===== src/core/smcd_defs.svh =====
// Constants of the sector map configuration detector: offsets, fields,
// reset values and timing counts. Included by the controller module.
`ifndef SMCD_DEFS_SVH
`define SMCD_DEFS_SVH

// Register offsets (byte addresses, one word each)
`define SMCD_OFS_CTRL    8'h00
`define SMCD_OFS_HDR2    8'h04
`define SMCD_OFS_CFG     8'h08
`define SMCD_OFS_STAT    8'h0c
`define SMCD_OFS_SEL     8'h10

// Register reset values
`define SMCD_HDR2_RST    32'h0000_0000
`define SMCD_CFG_RST     32'h0000_0300

// Control and configuration fields
`define SMCD_CTRL_START  0
`define SMCD_CFG_LAT     3:0
`define SMCD_CFG_ADDR4   4
`define SMCD_CFG_TBL_OP  15:8
`define SMCD_CFG_TBL_DUM 19:16

// Header and descriptor fields
`define SMCD_HDR_ID      31:24
`define SMCD_HDR_PTR     23:0
`define SMCD_HDR_ALIGN   1:0
`define SMCD_ID_MSB_VAL  8'hff
`define SMCD_D_MASK      31:24
`define SMCD_D_ALEN      23:22
`define SMCD_D_RSV_HI    21:20
`define SMCD_D_LAT       19:16
`define SMCD_D_OPC       15:8
`define SMCD_D_RSV_LO    7:2
`define SMCD_D_TYPE      1
`define SMCD_D_LAST      0
`define SMCD_ALEN_NONE   2'b00
`define SMCD_ALEN_3      2'b01
`define SMCD_ALEN_4      2'b10
`define SMCD_LAT_VAR     4'hf
`define SMCD_SEL_MAX     4'h8

// Timing: chip select high time between commands
`define SMCD_CLK_MHZ     40
`define SMCD_CS_GAP_NS   100
`define SMCD_CS_GAP_CYC  ((`SMCD_CS_GAP_NS * `SMCD_CLK_MHZ + 999) / 1000)

`endif


===== src/core/smcd_pkg.sv =====
// Types of the sector map configuration detector.
// Assumes nothing of its surroundings.
package smcd_pkg;

	// Sequencer states, Gray coded along the command path
	typedef enum logic [2:0] {
		SMCD_IDLE = 3'b000,
		SMCD_OP   = 3'b001,
		SMCD_ADR  = 3'b011,
		SMCD_DUM  = 3'b010,
		SMCD_DAT  = 3'b110,
		SMCD_GAP  = 3'b111,
		SMCD_EVAL = 3'b101,
		SMCD_DONE = 3'b100
	} smcd_state_t;

endpackage


===== src/core/smcd_ctrl.sv =====
// Sector map configuration detector: walks the sector map table in the
// flash, runs each detection command and builds the selector.
// Assumes an AHB-Lite master on the CLK domain and a serial flash on the
// FL_ pins, single data line, clock idle low.
`timescale 1ns/1ps
`include "smcd_defs.svh"

// Overview of operation
// Header word two bits 31:24 must be FFh; else reported as an error.
// Bits 23:0 give table start byte address, DWORD aligned.
// A single configuration may have no detection command descriptors.
// More than two configurations need more than one command descriptor.
// Command descriptors precede maps; the first map ends the command list.
// Each command descriptor is two words; pointer advances by two words.
// Each detection command reads one register byte, no mode bits.
// One detection command sent per configuration bit, from its descriptor.
// One-hot mask in bits 31:24 ANDed with data isolates the bit.
// Address length 00 none, 01 three bytes, 10 four bytes.
// Address length 11 uses the address mode last configured.
// Reserved bits 21:20 and 7:2 of word one read as ones.
// Bits 19:16 give 0 to 14 wait cycles before the data byte.
// Latency Fh uses the wait count last configured in the memory.
// Bits 15:8 hold the opcode sent as the command instruction.
// Bit 1 of word one: 0 command descriptor, 1 map descriptor.
// Bit 0 of word one: 1 marks the last descriptor of its type.
// Word two holds the address; only selected bytes are sent.
// Detected bits shift in from the right; selector at most 8 bits.
// With no command descriptors the selector is zero.
// Opcode, address MSB first, wait cycles, then one data byte.
module smcd_ctrl #(
	parameter int SCK_HALF = 4,
	parameter int CS_GAP   = `SMCD_CS_GAP_CYC
) (
	// Clock and reset
	input  wire logic        CLK,
	input  wire logic        RSTN,
	// AHB-Lite slave
	input  wire logic        HSEL,
	input  wire logic [31:0] HADDR,
	input  wire logic [1:0]  HTRANS,
	input  wire logic        HWRITE,
	input  wire logic [2:0]  HSIZE,
	input  wire logic [31:0] HWDATA,
	input  wire logic        HREADY,
	output logic             HREADYOUT,
	output logic             HRESP,
	output logic [31:0]      HRDATA,
	// Serial flash
	output logic             FL_SCK,
	output logic             FL_CSN,
	output logic             FL_MOSI,
	input  wire logic        FL_MISO
);

	smcd_pkg::smcd_state_t st_r;
	logic [31:0] hdr2_r;
	logic [31:0] cfg_r;
	logic [31:0] rdata_r;
	logic [7:0]  wa_r;
	logic        wpend_r;
	logic        kind_r;
	logic        wsel_r;
	logic        wait_r;
	logic        csn_r;
	logic [7:0]  op_r;
	logic [31:0] ash_r;
	logic [2:0]  nadr_r;
	logic [3:0]  ndum_r;
	logic [2:0]  ndat_r;
	logic [2:0]  bcnt_r;
	logic [31:0] word_r;
	logic [31:0] desc_r;
	logic [23:0] ptr_r;
	logic [7:0]  sel_r;
	logic [3:0]  cnt_r;
	logic        last_r;
	logic [7:0]  gap_r;
	logic [7:0]  lastb_r;
	logic        done_r;
	logic        err_id_r;
	logic        err_al_r;
	logic        err_ord_r;
	logic        err_ovf_r;
	logic        wmask_r;
	logic        wrsv_r;
	logic        spi_done;
	logic [7:0]  spi_rx;

	////////////////////////////////////////////////////////////////////////
	// Decoding functions
	function automatic logic [2:0] alen_bytes(input logic [1:0] code,
	                                          input logic       addr4);
		unique case (code)
			`SMCD_ALEN_NONE: alen_bytes = 3'd0;
			`SMCD_ALEN_3:    alen_bytes = 3'd3;
			`SMCD_ALEN_4:    alen_bytes = 3'd4;
			default:         alen_bytes = addr4 ? 3'd4 : 3'd3;
		endcase
	endfunction

	function automatic logic onehot8(input logic [7:0] v);
		onehot8 = (v != 8'h00) && ((v & (v - 8'h01)) == 8'h00);
	endfunction

	////////////////////////////////////////////////////////////////////////
	// Bus decode
	wire        ahb_acc = HSEL & HREADY & HTRANS[1];
	wire        wr_ctrl = wpend_r & (wa_r == `SMCD_OFS_CTRL);
	wire        wr_hdr2 = wpend_r & (wa_r == `SMCD_OFS_HDR2);
	wire        wr_cfg  = wpend_r & (wa_r == `SMCD_OFS_CFG);
	wire        busy    = (st_r != smcd_pkg::SMCD_IDLE);
	wire [31:0] stat_w  = {20'h00000, cnt_r, wrsv_r, wmask_r, err_ovf_r,
	                       err_ord_r, err_al_r, err_id_r, done_r, busy};
	wire [7:0]  ra      = HADDR[7:0];
	wire [31:0] rd_mux  = (ra == `SMCD_OFS_HDR2) ? hdr2_r :
	                      (ra == `SMCD_OFS_CFG)  ? cfg_r :
	                      (ra == `SMCD_OFS_STAT) ? stat_w :
	                      (ra == `SMCD_OFS_SEL)  ? {16'h0000, lastb_r, sel_r} :
	                      32'h0000_0000;

	assign HREADYOUT = 1'b1;
	assign HRESP     = 1'b0;
	assign HRDATA    = rdata_r;

	always_ff @(posedge CLK or negedge RSTN) begin
		if (!RSTN) begin
			wpend_r <= 1'b0;
			wa_r    <= 8'h00;
			rdata_r <= 32'h0000_0000;
		end else begin
			wpend_r <= ahb_acc & HWRITE;
			if (ahb_acc)
				wa_r <= HADDR[7:0];
			if (ahb_acc && !HWRITE)
				rdata_r <= rd_mux;
		end
	end

	always_ff @(posedge CLK or negedge RSTN) begin
		if (!RSTN) begin
			hdr2_r <= `SMCD_HDR2_RST;
			cfg_r  <= `SMCD_CFG_RST;
		end else begin
			if (wr_hdr2 && !busy)
				hdr2_r <= HWDATA;
			if (wr_cfg && !busy)
				cfg_r <= HWDATA;
		end
	end

	////////////////////////////////////////////////////////////////////////
	// Table walk decisions
	wire start_w  = wr_ctrl & HWDATA[`SMCD_CTRL_START] & !busy;
	wire id_ok    = (hdr2_r[`SMCD_HDR_ID] == `SMCD_ID_MSB_VAL);
	wire al_ok    = (hdr2_r[`SMCD_HDR_ALIGN] == 2'b00);
	wire start_ok = start_w & id_ok & al_ok;
	wire eval_w   = (st_r == smcd_pkg::SMCD_EVAL);
	wire ev_desc  = eval_w & ~kind_r & ~wsel_r;
	wire is_map   = word_r[`SMCD_D_TYPE];
	wire ev_map   = ev_desc & is_map;
	wire ev_ord   = ev_desc & ~is_map & last_r;
	wire ev_ovf   = ev_desc & ~is_map & ~last_r & (cnt_r == `SMCD_SEL_MAX);
	wire ev_cmd   = ev_desc & ~is_map & ~last_r & ~ev_ovf;
	wire ev_det   = eval_w & ~kind_r & wsel_r;
	wire ev_bit   = eval_w & kind_r;
	wire launch   = start_ok | ev_cmd | ev_det | ev_bit;
	wire det_bit  = |(word_r[31:24] & desc_r[`SMCD_D_MASK]);
	wire rsv_ok   = (&word_r[`SMCD_D_RSV_HI]) & (&word_r[`SMCD_D_RSV_LO]);

	////////////////////////////////////////////////////////////////////////
	// Launch fields for the next flash command
	wire [23:0] l_ptr  = start_ok ? hdr2_r[`SMCD_HDR_PTR] :
	                     ptr_r + (ev_bit ? 24'd8 : 24'd4);
	wire [3:0]  d_lat  = desc_r[`SMCD_D_LAT];
	wire [7:0]  l_op   = ev_det ? desc_r[`SMCD_D_OPC] : cfg_r[`SMCD_CFG_TBL_OP];
	wire [31:0] l_addr = ev_det ? word_r : {8'h00, l_ptr};
	wire [2:0]  l_nadr = ev_det ?
	                     alen_bytes(desc_r[`SMCD_D_ALEN],
	                                cfg_r[`SMCD_CFG_ADDR4]) : 3'd3;
	wire [3:0]  l_ndum = !ev_det ? cfg_r[`SMCD_CFG_TBL_DUM] :
	                     (d_lat == `SMCD_LAT_VAR) ? cfg_r[`SMCD_CFG_LAT] :
	                     d_lat;
	wire [2:0]  l_ndat = ev_det ? 3'd1 : 3'd4;
	wire [31:0] l_ash  = (l_nadr == 3'd3) ? {l_addr[23:0], 8'h00} : l_addr;

	////////////////////////////////////////////////////////////////////////
	// Serial engine
	wire xfer    = (st_r == smcd_pkg::SMCD_OP) | (st_r == smcd_pkg::SMCD_ADR) |
	               (st_r == smcd_pkg::SMCD_DUM) | (st_r == smcd_pkg::SMCD_DAT);
	wire spi_go  = xfer & ~wait_r;
	wire [3:0] spi_n  = (st_r == smcd_pkg::SMCD_DUM) ? ndum_r : 4'd8;
	wire [7:0] spi_tx = (st_r == smcd_pkg::SMCD_OP)  ? op_r :
	                    (st_r == smcd_pkg::SMCD_ADR) ? ash_r[31:24] : 8'h00;
	wire       go_dum = (ndum_r != 4'h0);

	smcd_spi #(
		.HALF  (SCK_HALF)
	) u_spi (
		.clk   (CLK),
		.rst_n (RSTN),
		.go    (spi_go),
		.nbits (spi_n),
		.txd   (spi_tx),
		.done  (spi_done),
		.rxd   (spi_rx),
		.sck   (FL_SCK),
		.mosi  (FL_MOSI),
		.miso  (FL_MISO)
	);

	assign FL_CSN = csn_r;

	////////////////////////////////////////////////////////////////////////
	// Command sequencer
	always_ff @(posedge CLK or negedge RSTN) begin
		if (!RSTN) begin
			st_r   <= smcd_pkg::SMCD_IDLE;
			wait_r <= 1'b0;
			csn_r  <= 1'b1;
			kind_r <= 1'b0;
			wsel_r <= 1'b0;
			op_r   <= 8'h00;
			ash_r  <= 32'h0000_0000;
			nadr_r <= 3'd0;
			ndum_r <= 4'h0;
			ndat_r <= 3'd0;
			bcnt_r <= 3'd0;
			word_r <= 32'h0000_0000;
			gap_r  <= 8'h00;
		end else begin
			if (spi_go)
				wait_r <= 1'b1;
			else if (spi_done)
				wait_r <= 1'b0;
			if (launch) begin
				st_r   <= smcd_pkg::SMCD_OP;
				csn_r  <= 1'b0;
				op_r   <= l_op;
				ash_r  <= l_ash;
				nadr_r <= l_nadr;
				ndum_r <= l_ndum;
				ndat_r <= l_ndat;
				kind_r <= ev_det;
				wsel_r <= ev_cmd;
			end else begin
				unique case (st_r)
					smcd_pkg::SMCD_IDLE: begin
						csn_r <= 1'b1;
					end
					smcd_pkg::SMCD_OP: begin
						if (spi_done && nadr_r != 3'd0) begin
							st_r   <= smcd_pkg::SMCD_ADR;
							bcnt_r <= nadr_r;
						end else if (spi_done) begin
							st_r   <= go_dum ? smcd_pkg::SMCD_DUM
							                 : smcd_pkg::SMCD_DAT;
							bcnt_r <= ndat_r;
						end
					end
					smcd_pkg::SMCD_ADR: begin
						if (spi_done) begin
							ash_r  <= {ash_r[23:0], 8'h00};
							bcnt_r <= bcnt_r - 3'd1;
							if (bcnt_r == 3'd1) begin
								st_r   <= go_dum ? smcd_pkg::SMCD_DUM
								                 : smcd_pkg::SMCD_DAT;
								bcnt_r <= ndat_r;
							end
						end
					end
					smcd_pkg::SMCD_DUM: begin
						if (spi_done)
							st_r <= smcd_pkg::SMCD_DAT;
					end
					smcd_pkg::SMCD_DAT: begin
						if (spi_done) begin
							word_r <= {spi_rx, word_r[31:8]};
							bcnt_r <= bcnt_r - 3'd1;
							if (bcnt_r == 3'd1) begin
								st_r  <= smcd_pkg::SMCD_GAP;
								csn_r <= 1'b1;
								gap_r <= 8'h00;
							end
						end
					end
					smcd_pkg::SMCD_GAP: begin
						gap_r <= gap_r + 8'h01;
						if (gap_r >= 8'(CS_GAP - 1))
							st_r <= smcd_pkg::SMCD_EVAL;
					end
					smcd_pkg::SMCD_EVAL: begin
						st_r <= smcd_pkg::SMCD_DONE;
					end
					smcd_pkg::SMCD_DONE: begin
						st_r <= smcd_pkg::SMCD_IDLE;
					end
				endcase
			end
		end
	end

	////////////////////////////////////////////////////////////////////////
	// Walk state, selector and status flags
	always_ff @(posedge CLK or negedge RSTN) begin
		if (!RSTN) begin
			ptr_r   <= 24'h000000;
			desc_r  <= 32'h0000_0000;
			sel_r   <= 8'h00;
			cnt_r   <= 4'h0;
			last_r  <= 1'b0;
			lastb_r <= 8'h00;
		end else if (start_w) begin
			ptr_r   <= l_ptr;
			sel_r   <= 8'h00;
			cnt_r   <= 4'h0;
			last_r  <= 1'b0;
		end else if (ev_cmd) begin
			desc_r  <= word_r;
		end else if (ev_bit) begin
			ptr_r   <= l_ptr;
			sel_r   <= {sel_r[6:0], det_bit};
			cnt_r   <= cnt_r + 4'h1;
			last_r  <= desc_r[`SMCD_D_LAST];
			lastb_r <= word_r[31:24];
		end
	end

	always_ff @(posedge CLK or negedge RSTN) begin
		if (!RSTN) begin
			done_r    <= 1'b0;
			err_id_r  <= 1'b0;
			err_al_r  <= 1'b0;
			err_ord_r <= 1'b0;
			err_ovf_r <= 1'b0;
			wmask_r   <= 1'b0;
			wrsv_r    <= 1'b0;
		end else if (start_w) begin
			done_r    <= ~start_ok;
			err_id_r  <= ~id_ok;
			err_al_r  <= ~al_ok;
			err_ord_r <= 1'b0;
			err_ovf_r <= 1'b0;
			wmask_r   <= 1'b0;
			wrsv_r    <= 1'b0;
		end else begin
			if (st_r == smcd_pkg::SMCD_DONE)
				done_r <= 1'b1;
			if (ev_ord)
				err_ord_r <= 1'b1;
			if (ev_ovf)
				err_ovf_r <= 1'b1;
			if (ev_cmd && !onehot8(word_r[`SMCD_D_MASK]))
				wmask_r <= 1'b1;
			if (ev_cmd && !rsv_ok)
				wrsv_r <= 1'b1;
		end
	end
endmodule


===== src/core/smcd_spi.sv =====
// Serial shifter: sends and receives up to fifteen bits, MSB first.
// Assumes one clock domain; the data input comes from a pin.
`timescale 1ns/1ps

module smcd_spi #(
	parameter int HALF = 4
) (
	// Clock and reset
	input  wire logic       clk,
	input  wire logic       rst_n,
	// Request and answer
	input  wire logic       go,
	input  wire logic [3:0] nbits,
	input  wire logic [7:0] txd,
	output logic            done,
	output logic [7:0]      rxd,
	// Serial pins
	output logic            sck,
	output logic            mosi,
	input  wire logic       miso
);

	logic [7:0] cnt_r;
	logic [3:0] bits_r;
	logic [7:0] sh_r;
	logic [7:0] rx_r;
	logic       act_r;
	logic       sck_r;
	logic       mosi_r;
	logic       done_r;
	logic       s1_r;
	logic       s2_r;
	wire        half_end = (cnt_r == 8'(HALF - 1));

	assign done = done_r;
	assign rxd  = rx_r;
	assign sck  = sck_r;
	assign mosi = mosi_r;

	////////////////////////////////////////////////////////////////////////
	// Input synchroniser
	always_ff @(posedge clk or negedge rst_n) begin
		if (!rst_n) begin
			s1_r <= 1'b0;
			s2_r <= 1'b0;
		end else begin
			s1_r <= miso;
			s2_r <= s1_r;
		end
	end

	////////////////////////////////////////////////////////////////////////
	// Clock divider and shifter; sample at the end of the high phase
	always_ff @(posedge clk or negedge rst_n) begin
		if (!rst_n) begin
			cnt_r  <= 8'h00;
			bits_r <= 4'h0;
			sh_r   <= 8'h00;
			rx_r   <= 8'h00;
			act_r  <= 1'b0;
			sck_r  <= 1'b0;
			mosi_r <= 1'b0;
			done_r <= 1'b0;
		end else begin
			done_r <= 1'b0;
			if (go && !act_r) begin
				act_r  <= 1'b1;
				bits_r <= nbits;
				sh_r   <= txd;
				mosi_r <= txd[7];
				cnt_r  <= 8'h00;
			end else if (act_r && !half_end) begin
				cnt_r <= cnt_r + 8'h01;
			end else if (act_r) begin
				cnt_r <= 8'h00;
				sck_r <= ~sck_r;
				if (sck_r) begin
					rx_r   <= {rx_r[6:0], s2_r};
					sh_r   <= {sh_r[6:0], 1'b0};
					mosi_r <= sh_r[6];
					bits_r <= bits_r - 4'h1;
					if (bits_r == 4'h1) begin
						act_r  <= 1'b0;
						done_r <= 1'b1;
					end
				end
			end
		end
	end

endmodule


===== config.mk =====
export PLATFORM = sky130hd
export DESIGN_NAME = smcd_ctrl
export DESIGN_NICKNAME = d
export VERILOG_FILES = /design/src/core/smcd_pkg.sv /design/src/core/smcd_ctrl.sv /design/src/core/smcd_spi.sv
export VERILOG_INCLUDE_DIRS = /design/src /design/src/core
export SDC_FILE = /design/constraint.sdc
export NUM_CORES = 1
export LEC_CHECK = 0
export BUFFER_PORTS_ARGS = -buffer_cell sky130_fd_sc_hd__buf_2
export CORE_MARGIN = 2
export CORE_UTILIZATION = 60
export DETAILED_ROUTE_END_ITERATION = 6
export PLACE_DENSITY = 0.8
export SETUP_SLACK_MARGIN = 0.05
export SKIP_LAST_GASP = 1
export SLEW_MARGIN = 20
export SYNTH_ARGS = -nofsm -noshare
export SYNTH_HDL_FRONTEND = slang
export SYNTH_SLANG_ARGS = --single-unit

===== constraint.sdc =====
create_clock -name CLK -period 4.3 [get_ports CLK]
set_input_delay 0.645 -clock CLK [delete_from_list [all_inputs] [get_ports CLK]]
set_output_delay 0.645 -clock CLK [all_outputs]
set_load 0.01 [all_outputs]

# Yosys cells after proc, flatten, opt, wreduce, memory -nomap -nowiden
# Cells that the tools add are included.
[word_totals]
regBits = 322
input_bits = 75
output_inout_bits = 37
elab_cells = 277
[classes]
addsub = 7
n_lt_le_gt_ge = 1
n_eq_ne = 35
n_mux = 94
n_bitwise = 44
n_reduce_logical = 55
[op_table]
columns = ["op", "n"]
rows = [
  ["$mux 32", 7],
  ["$mux 24", 4],
  ["$mux 8", 11],
  ["$mux 3", 18],
  ["$mux 4", 11],
  ["$mux 1", 32],
  ["$mux 16", 2],
  ["$mux 7", 4],
  ["$add 24x4->24", 1],
  ["$eq 8x4->1 const B", 3],
  ["$reduce_bool 2->1", 12],
  ["$and 1x1->1", 21],
  ["$pmux 3 s7", 1],
  ["$pmux 3 s3", 2],
  ["$add 8x1->8 const B", 2],
  ["$and 8x8->8", 2],
  ["$eq 8x3->1 const B", 2],
  ["$logic_not 8->1", 2],
  ["$pmux 8 s2", 1],
  ["$reduce_bool 8->1", 2],
  ["$ne 3x2->1 const B", 5],
  ["$not 1->1", 15],
  ["$reduce_and 3->1", 5],
  ["$reduce_bool 3->1", 5],
  ["other kinds (33)", 66],
]

# Depth between registers and ports, before layout
# Gate-level depths: netlist of run 1.
[logic_depth]
ltp_word = 13
depth_mapped = 14
depth_no_buf = 11

# Modules after synthesis
# A second synthesis of run 1 with hierarchy kept.
[hier_totals]
cells_unflattened = 1483
hier_area_um2 = 14964.4
[modules_own_cells]
columns = ["mod", "instances", "cells_per_inst", "area_each_um2"]
rows = [
  ["smcd_ctrl", 1, 1319, 13425.4],
  ["smcd_spi", 1, 164, 1539.0],
]

# Worst setup path after synthesis of run 1
# OpenSTA, ideal clock, no wires.
[synth_timing]
kind = "register to register"
startpoint = "reg st_r[2]"
endpoint = "reg ash_r[28]"
setup_time_ns = 0.082
arrival_time_ns = 3.485
setup_slack_ns = 0.733
stages_incl_launch_ff = 14
n_path_buf = 3
synth_period_minus_slack_ns = 3.567
path_cell_list = "dfrtp_1 > and3b_1 > clkbuf_1 > nand2_1 > clkbuf_1 > clkbuf_1 > ha_1 > inv_1 > fa_1 > nand3b_1 > or4_1 > o311a_1 > o22a_1 > o22ai_1"
[synth_via]
elab_chain_len = 13
[synth_lines]
columns = ["element", "line", "source"]
rows = [
  ["start: declaration", "smcd_ctrl.sv:55", "smcd_pkg::smcd_state_t st_r;"],
  ["start signal: assignment", "smcd_ctrl.sv:217", "st_r <= smcd_pkg::SMCD_IDLE;"],
  ["start signal: assignment", "smcd_ctrl.sv:236", "st_r <= smcd_pkg::SMCD_OP;"],
  ["start signal: assignment", "smcd_ctrl.sv:252", "st_r <= smcd_pkg::SMCD_ADR;"],
  ["parallel branches: the longest is 13 deep, another holds $add 24x4->24", "-", ""],
  ["end signal: assignment", "smcd_ctrl.sv:239", "ash_r <= l_ash;"],
  ["end signal: assignment", "smcd_ctrl.sv:262", "ash_r <= {ash_r[23:0], 8'h00};"],
  ["end: declaration", "smcd_ctrl.sv:66", "logic [31:0] ash_r;"],
]
# Several ways; the timed one is not identified.
# A chain may end at the register's enable or synchronous reset.

# Worst setup path in the final report of run 1
[layout_timing]
startpoint = "reg st_r[1]"
endpoint = "reg ash_r[30]"
# Same word-level chain as after synthesis.

==> flow_summary.yaml, run 1 <==
setup_path:
  required_ns: 4.76
  critPathLaunchType: "flip-flop"
  crit_buf_inv: 1
  max_stage_delay_ns: 0.69
  critPathKind: "flip-flop to flip-flop"
  crit_path_max_fanout: 17
  crit_path_end_kind: "flip-flop"
  cpMaxStageDelayCell: "nor4_1"
  worstPathCellList: "and3b_1, nand2_1, buf_4, fa_1, nand3b_1, nor4_1, nand2_1, a221o_1, o211ai_1, a21oi_1"
  arrival_ns: 3.97
  crit_family: "simple AND/OR/NAND/NOR gates"
  cp_common_cell: "nand2_1"
timing:
  max_freq_ghz: 0.285
  finalSetupTns_ns: 0
  setup_viol_count_final: 0
  finClkSkew_ns: 0.0180
  min_period_ns: 3.51
  maxSlewHeadroom_pct: 31.9
  post-route-period-util_pct: 81.6
  tightest_slew_ns: 1.01
  grt_setup_unrepaired: "no"
  maxSlewViolCount: 0
  hold_viol: 0
run:
  maxCapViolCount: 0
detailed_routing:
  routed_wl_um: 39400
  ant_nets: 0
  wl_per_cell_um: 21.3
  dr.pass1.iters: 6
  drt_iter0_markers: 1563
  vias: 11945
  dr_wl_met2_um: 18300
  post_drt_via_cell_ratio: 6.45
  wl_met1_um: 16200
  dr.max_layer_used: "met5"
  dr_wl_met3_um: 3150
  drc: 0
power_and_ir_drop:
  peakVddDrop_v: 0.000380
  p_per_area_nw_per_um2: 366
  leakage_nw: 7.50
layout:
  area_delta_synth_final_pct: 11.7
  final_cell_mix: "307 x dfrtp_1, 152 x nand2_1, 144 x mux2_2, 141 x a21oi_1, 140 x nor2_1"
  multi_input_area_um2: 6620
  layout-drive-gt1-share_pct: 21.1
  nets: 1592
  utilization_pct: 68.2
  final_common_cell: "dfrtp_1"
  regArea_um2: 7760
  fill_cells: 1835
  n_antenna_cell: 0
synthesis:
  dominantRegCellSynth: "dfrtp_1"
  ys_ff_latch: 310
  ys_warn_count: 0
  netlist_area_um2: 14800
  syn_nets: 1539
  synthArstFlopShare_pct: 100
  netlist-cell-type-count: 75
  seq_area_frac_synth_pct: 52.3
  avgSynthCellArea_um2: 10.2
  syn_inst: 1453
  synth_edf_count: 0
floorplanning:
  die_h_um: 161
  core_um2: 24300
  die_area_um2: 26000
  rows: 57
  start_util_pct: 61.0
  die_w_um: 161
  io_pins: 112
placement:
  gp_congestion: 0.925
  portBuffers: 81
  hpwl_um: 26500
grt:
  grt_usage_pct: 30.5
  antenna_found_initial: 1
  first_global_vias: 11363
  grt_max_degree: 122
  grt_pass1_wl_um: 62900
  overflow: 0
clocking:
  post-cts-setup-buffer-count: 0
  cts_made_buffers: 31
  cts_tree: "yes"
  cts.sinks: 310
  insertion_delay_ns: 0.58
  clk_pin_slew_worst_paths_ns: 0.06
  post_cts_resized: 0
  ctsHoldBuffers: 0
  cts-root-buf: "clkbuf_16"
  cts_buffer_depth: 3
  h-tree-depth: 1
worst_hold_path:
  hold_class: "input port to asynchronous set/reset pin"
status:
  status: "completed"
sequential cells by signal (all words and copies together) (netlist names), 2 cells and up:
signal / flops
HRDATA: 32
ash_r: 32
bcnt_r: 3
cfg_r: 32
cnt_r: 4
desc_r: 23
gap_r: 8
hdr2_r: 32
lastb_r: 8
nadr_r: 2
ndat_r: 2
ndum_r: 4
op_r: 8
ptr_r: 24
sel_r: 8
st_r: 3
u_spi.bits_r: 4
u_spi.cnt_r: 8
u_spi.rxd: 8
u_spi.sh_r: 7
wa_r: 8
word_r: 32
metal layers:
metal	GRT usage, %	vias up
li1	-	5340
met1	44.1	5879
met2	48.1	606
met3	3.70	118
met4	11.0	2
met5	0	-
worst register-to-register path, cell delays in order (launching register included):
cell      delay [ns]
dfrtp_1         0.39
and3b_1         0.28
nand2_1         0.17
buf_4           0.26
fa_1            0.48
nand3b_1        0.38
nor4_1          0.69
nand2_1         0.12
a221o_1         0.40
o211ai_1        0.13
a21oi_1         0.10
logic make-up (layout without fill, tap and decap cells):
| group | Yosys count | after routing | share of synthesized area (%) |
|---|---|---|---|
| simple gates | 446 | 446 | 14.3 |
| compound gates | 385 | 385 | 15.7 |
| flops | 310 | 310 | 52.3 |
| mux | 157 | 157 | 11.8 |
| buf+inv | 117 | 192 | 3.35 |
| xor+xnor | 24 | 24 | 1.42 |
| fa+ha+maj | 12 | 12 | 1.05 |
| other cells | 2 | 2 | 0.0506 |
report_power, final:
part / internal [mW] / total, mW / switching (mW)
clock network: 1.57 / 2.74 / 1.17
registers: 2.99 / 3.04 / 0.0494
logic: 0.110 / 0.290 / 0.180
total: 4.67 / 6.07 / 1.40
final cells by class:
cell class,instances,share of cell area (%)
Clock buffer,42,5.35
Timing Repair Buffer,111,4.01
Multi-Input combinational cell,1026,39.9
Sequential cell,310,46.8
Inverter,26,0.589
Clock inverter,13,0.860
Tap cell,324,2.44
per-stage QoR:
stage	std cells	power, mW	cell area, µm²	hold slack [ns]	setup slack, ns
after floorplan	1453	3.20	14800	0.331	0.733
after global placement	1797	3.37	15600	0.332	1.05
after detailed placement	1797	3.39	15600	0.336	0.905
after CTS	1852	6.09	16600	0.157	0.875
after global routing	1852	6.24	16600	0.159	0.584
final	1852	6.07	16600	0.168	0.793
path summary, 6_finish.rpt:
| kind | start | end | slack (ns) | cells past startpoint |
|---|---|---|---|---|
| worst max-delay path | st_r[1] | ash_r[30] | 0.79 | 10 |
| worst min-delay path | RSTN | gap_r[1] | 0.17 | 1 |
| worst max register to register | st_r[1] | ash_r[30] | 0.79 | 10 |
| worst min register to register | u_spi.s1_r | u_spi.s2_r | 0.35 | 0 |
| max in group asynchronous | RSTN | word_r[10] | 3.12 | 2 |
| min in group CLK | FL_MISO | u_spi.s1_r | 0.17 | 1 |
synth_stat cells (13+ instances only):
| master | count | area, µm² |
|---|---|---|
| o21ai_0 | 91 | 455 |
| dfrtp_1 | 307 | 7680 |
| clkbuf_1 | 55 | 206 |
| a31oi_1 | 30 | 188 |
| inv_1 | 26 | 97.6 |
| a21oi_1 | 141 | 706 |
| a22oi_1 | 27 | 203 |
| nor2_1 | 142 | 533 |
| mux2i_1 | 13 | 130 |
| mux2_2 | 144 | 1620 |
| nor3_1 | 17 | 85.1 |
| nand3_1 | 33 | 165 |
| buf_2 | 17 | 85.1 |
| o22ai_1 | 18 | 113 |
| nand4_1 | 19 | 119 |
| nand2_1 | 152 | 571 |
| xnor2_1 | 15 | 131 |
Power figures use the tool's default switching activity.
==> run 2, diff against run 1 <==
--- a/config.mk
+++ b/config.mk
@@ -6,11 +6,12 @@
 export SDC_FILE = /design/constraint.sdc
 export NUM_CORES = 1
 export LEC_CHECK = 0
+export ABC_AREA = 1
 export BUFFER_PORTS_ARGS = -buffer_cell sky130_fd_sc_hd__buf_2
 export CORE_MARGIN = 2
-export CORE_UTILIZATION = 60
+export CORE_UTILIZATION = 55
 export DETAILED_ROUTE_END_ITERATION = 6
-export PLACE_DENSITY = 0.8
+export PLACE_DENSITY = 0.77
 export SETUP_SLACK_MARGIN = 0.05
 export SKIP_LAST_GASP = 1
 export SLEW_MARGIN = 20
==> constraint.sdc (replaced) <==
create_clock -name CLK -period 3.15 [get_ports CLK]
set_input_delay 0.4725 -clock CLK [delete_from_list [all_inputs] [get_ports CLK]]
set_output_delay 0.4725 -clock CLK [all_outputs]
set_load 0.01 [all_outputs]
==> flow_summary.yaml, run 2 <==
placement:
  portBuffers: 81
  place_area_um2: 15800
  dpl.cell_count: 2259
  hpwl_um: 28000
  gp_congestion: 0.914
floorplanning:
  die_w_um: 169
  core_um2: 26800
  start_util_pct: 55.7
  rows: 60
  io_pins: 112
  die_h_um: 169
  die_area_um2: 28500
power_and_ir_drop:
  leakage_nw: 8.28
  pwr-share-clk_pct: 31.7
  p_sw_share_pct: 34.5
  p_int_mw: 8.58
  peakVddDrop_v: 0.000524
  p_switching_mw: 4.51
  combPwrFrac_pct: 26.2
  p_per_area_nw_per_um2: 773
  power_frac_seq_pct: 42.1
synthesis:
  synth_edf_count: 0
  dominantRegCellSynth: "dfrtp_1"
  synthTopCellsByArea: "dfrtp_1 51%, nand2_1 12%, o21ai_0 6.7%"
  yosysMostFrequentCell: "nand2_1"
  netlist-cell-type-count: 47
  synthArstFlopShare_pct: 100
  synthTopCellsByCount: "475 x nand2_1, 307 x dfrtp_1, 221 x nor2_1, 218 x inv_1, 199 x o21ai_0"
  yosysTopAreaCell: "dfrtp_1"
  avgSynthCellArea_um2: 7.95
  yosysTopAreaCellShare_pct: 51.4
  syn_nets: 1966
  ys_ff_latch: 310
  seq_area_frac_synth_pct: 52.0
  netlist_area_um2: 14900
  syn_inst: 1880
  ys_warn_count: 0
timing:
  setup_viol_count_final: 0
  maxSlewViolCount: 0
  finClkSkew_ns: 0.0161
  max_freq_ghz: 0.369
  post-route-period-util_pct: 86.1
  min_period_ns: 2.71
  maxSlewHeadroom_pct: 42.9
  fin_hold_ws_ns: 0.0261
  grt_setup_unrepaired: "no"
  finalSetupTns_ns: 0
  tightest_slew_ns: 0.857
  hold_viol: 0
detailed_routing:
  dr.pass1.iters: 6
  drc: 0
  dr_wl_met3_um: 3390
  dr.max_layer_used: "met5"
  wl_met1_um: 17100
  dr_wl_met2_um: 18300
  wl_per_cell_um: 17.5
  ant_nets: 0
  routed_wl_um: 40700
  post_drt_via_cell_ratio: 5.63
  drt_iter0_markers: 1419
  vias: 13052
clocking:
  cts.sinks: 310
  h-tree-depth: 2
  cts_buffer_depth: 3
  cts_tree: "yes"
  insertion_delay_ns: 0.52
  clk_pin_slew_worst_paths_ns: 0.06
  cts_made_buffers: 34
  post-cts-setup-buffer-count: 0
  post_cts_resized: 0
  cts-root-buf: "clkbuf_16"
  ctsHoldBuffers: 0
grt:
  overflow: 0
  grt_usage_pct: 28.9
  grt_max_degree: 107
  antenna_found_initial: 2
  first_global_vias: 12600
  grt_pass1_wl_um: 65300
layout:
  fin_area_um2: 16900
  utilization_pct: 63.2
  area_delta_synth_final_pct: 13.4
  fin_cells: 2320
  n_antenna_cell: 0
  final_cell_mix: "475 x nand2_1, 307 x dfrtp_1, 219 x nor2_1, 218 x inv_1, 199 x o21ai_0"
  final_common_cell: "nand2_1"
  layout-drive-gt1-share_pct: 10.6
  nets: 2040
status:
  status: "completed"
setup_path:
  cpMaxStageDelayCell: "fa_1"
  timing.rr.end: "ash_r[20]"
  critPathLaunchType: "flip-flop"
  crit_path_end: "ash_r[20]"
  worstPathCellList: "nand2_2, nor2_1, nand2_2, ha_1, inv_1, fa_1, inv_1, nand3_1, nor2_1, nand2_1, nand2_1, nand2_1, nand2_1, nand2_1, nand2_1, nand2_1, nand2_1, nand3_1, nand2_1, inv_1"
  crit_family: "simple AND/OR/NAND/NOR gates"
  crit_path_end_kind: "flip-flop"
  reg2reg_slack_ns: 0.44
  setup.worst_path.start: "st_r[0]"
  r2r-start: "st_r[0]"
  max_stage_delay_ns: 0.45
  cp.depth: 20
  critPathKind: "flip-flop to flip-flop"
  arrival_ns: 3.13
  r2r_cells: 20
  crit_buf_inv: 3
  cp_common_cell: "nand2_1"
  required_ns: 3.56
  crit_path_max_fanout: 5
worst_hold_path:
  hold_class: "input port to asynchronous set/reset pin"
run:
  maxCapViolCount: 0
[run 2: layout make-up]
cell class / count / area, µm²
Clock buffer: 47 / 970
Clock inverter: 14 / 193
Fill cell: 2259 / 9860
Inverter: 224 / 841
Multi-Input combinational cell: 1266 / 5990
Sequential cell: 310 / 7760
Tap cell: 341 / 427
Timing Repair Buffer: 118 / 756
[run 2: cell families after synthesis]
family	after synthesis	synth area share [%]
buffers and inverters	304	8.02
AO/OA/AOI/OAI	384	14.1
AND/OR/NAND/NOR	845	23.4
XOR/XNOR	19	1.11
other	2	0.0503
multiplexers	5	0.377
flip-flops	310	52.0
adder cells (fa/ha/maj)	11	0.972
[run 2: layer usage]
| metal | up-vias | track usage, % |
|---|---|---|
| li1 | 6231 | - |
| met1 | 6184 | 39.4 |
| met2 | 534 | 44.9 |
| met3 | 99 | 5.78 |
| met4 | 4 | 13.2 |
| met5 | - | 0 |
[run 2: worst register-to-register path, cell delays in order (launching register included)]
cell and delay, ns:
dfrtp_1 0.39, nand2_2 0.08, nor2_1 0.05, nand2_2 0.13, ha_1 0.19, inv_1 0.05, fa_1 0.45, inv_1 0.16
nand3_1 0.10, nor2_1 0.28, nand2_1 0.09, nand2_1 0.07, nand2_1 0.05, nand2_1 0.06, nand2_1 0.06, nand2_1 0.12
nand2_1 0.07, nand2_1 0.06, nand3_1 0.06, nand2_1 0.06, inv_1 0.03
[run 2: worst min path at each step]
| stage | depth (start not counted) | end | start |
|---|---|---|---|
| 4_1_cts | 1 | u_spi.s1_r | FL_MISO |
| 5_1_grt | 1 | u_spi.s1_r | FL_MISO |
| 2_1_floorplan | 0 | HRDATA[0] | RSTN |
| 3_5_place_dp | 0 | u_spi.s2_r | u_spi.s1_r |
| 3_3_place_gp | 0 | u_spi.s2_r | u_spi.s1_r |
| 6_report | 1 | wa_r[1] | RSTN |
[run 2: power groups by stage]
stage | Combinational [mW] | Clock [mW] | Sequential, mW
final | 3.43 | 4.15 | 5.52
after detailed placement | 3.37 | 0 | 5.56
after floorplan | 2.37 | 0 | 5.41
after CTS | 3.41 | 4.19 | 5.51
after global routing | 3.91 | 4.33 | 5.63
after global placement | 3.27 | 0 | 5.53
[run 2: stage by stage]
step                      setup slack, ns  power, mW
after floorplan                     0.223       7.79
after global placement              0.474       8.80
after detailed placement            0.490       8.94
after CTS                           0.467       13.1
after global routing                0.178       13.9
final                               0.437       13.1
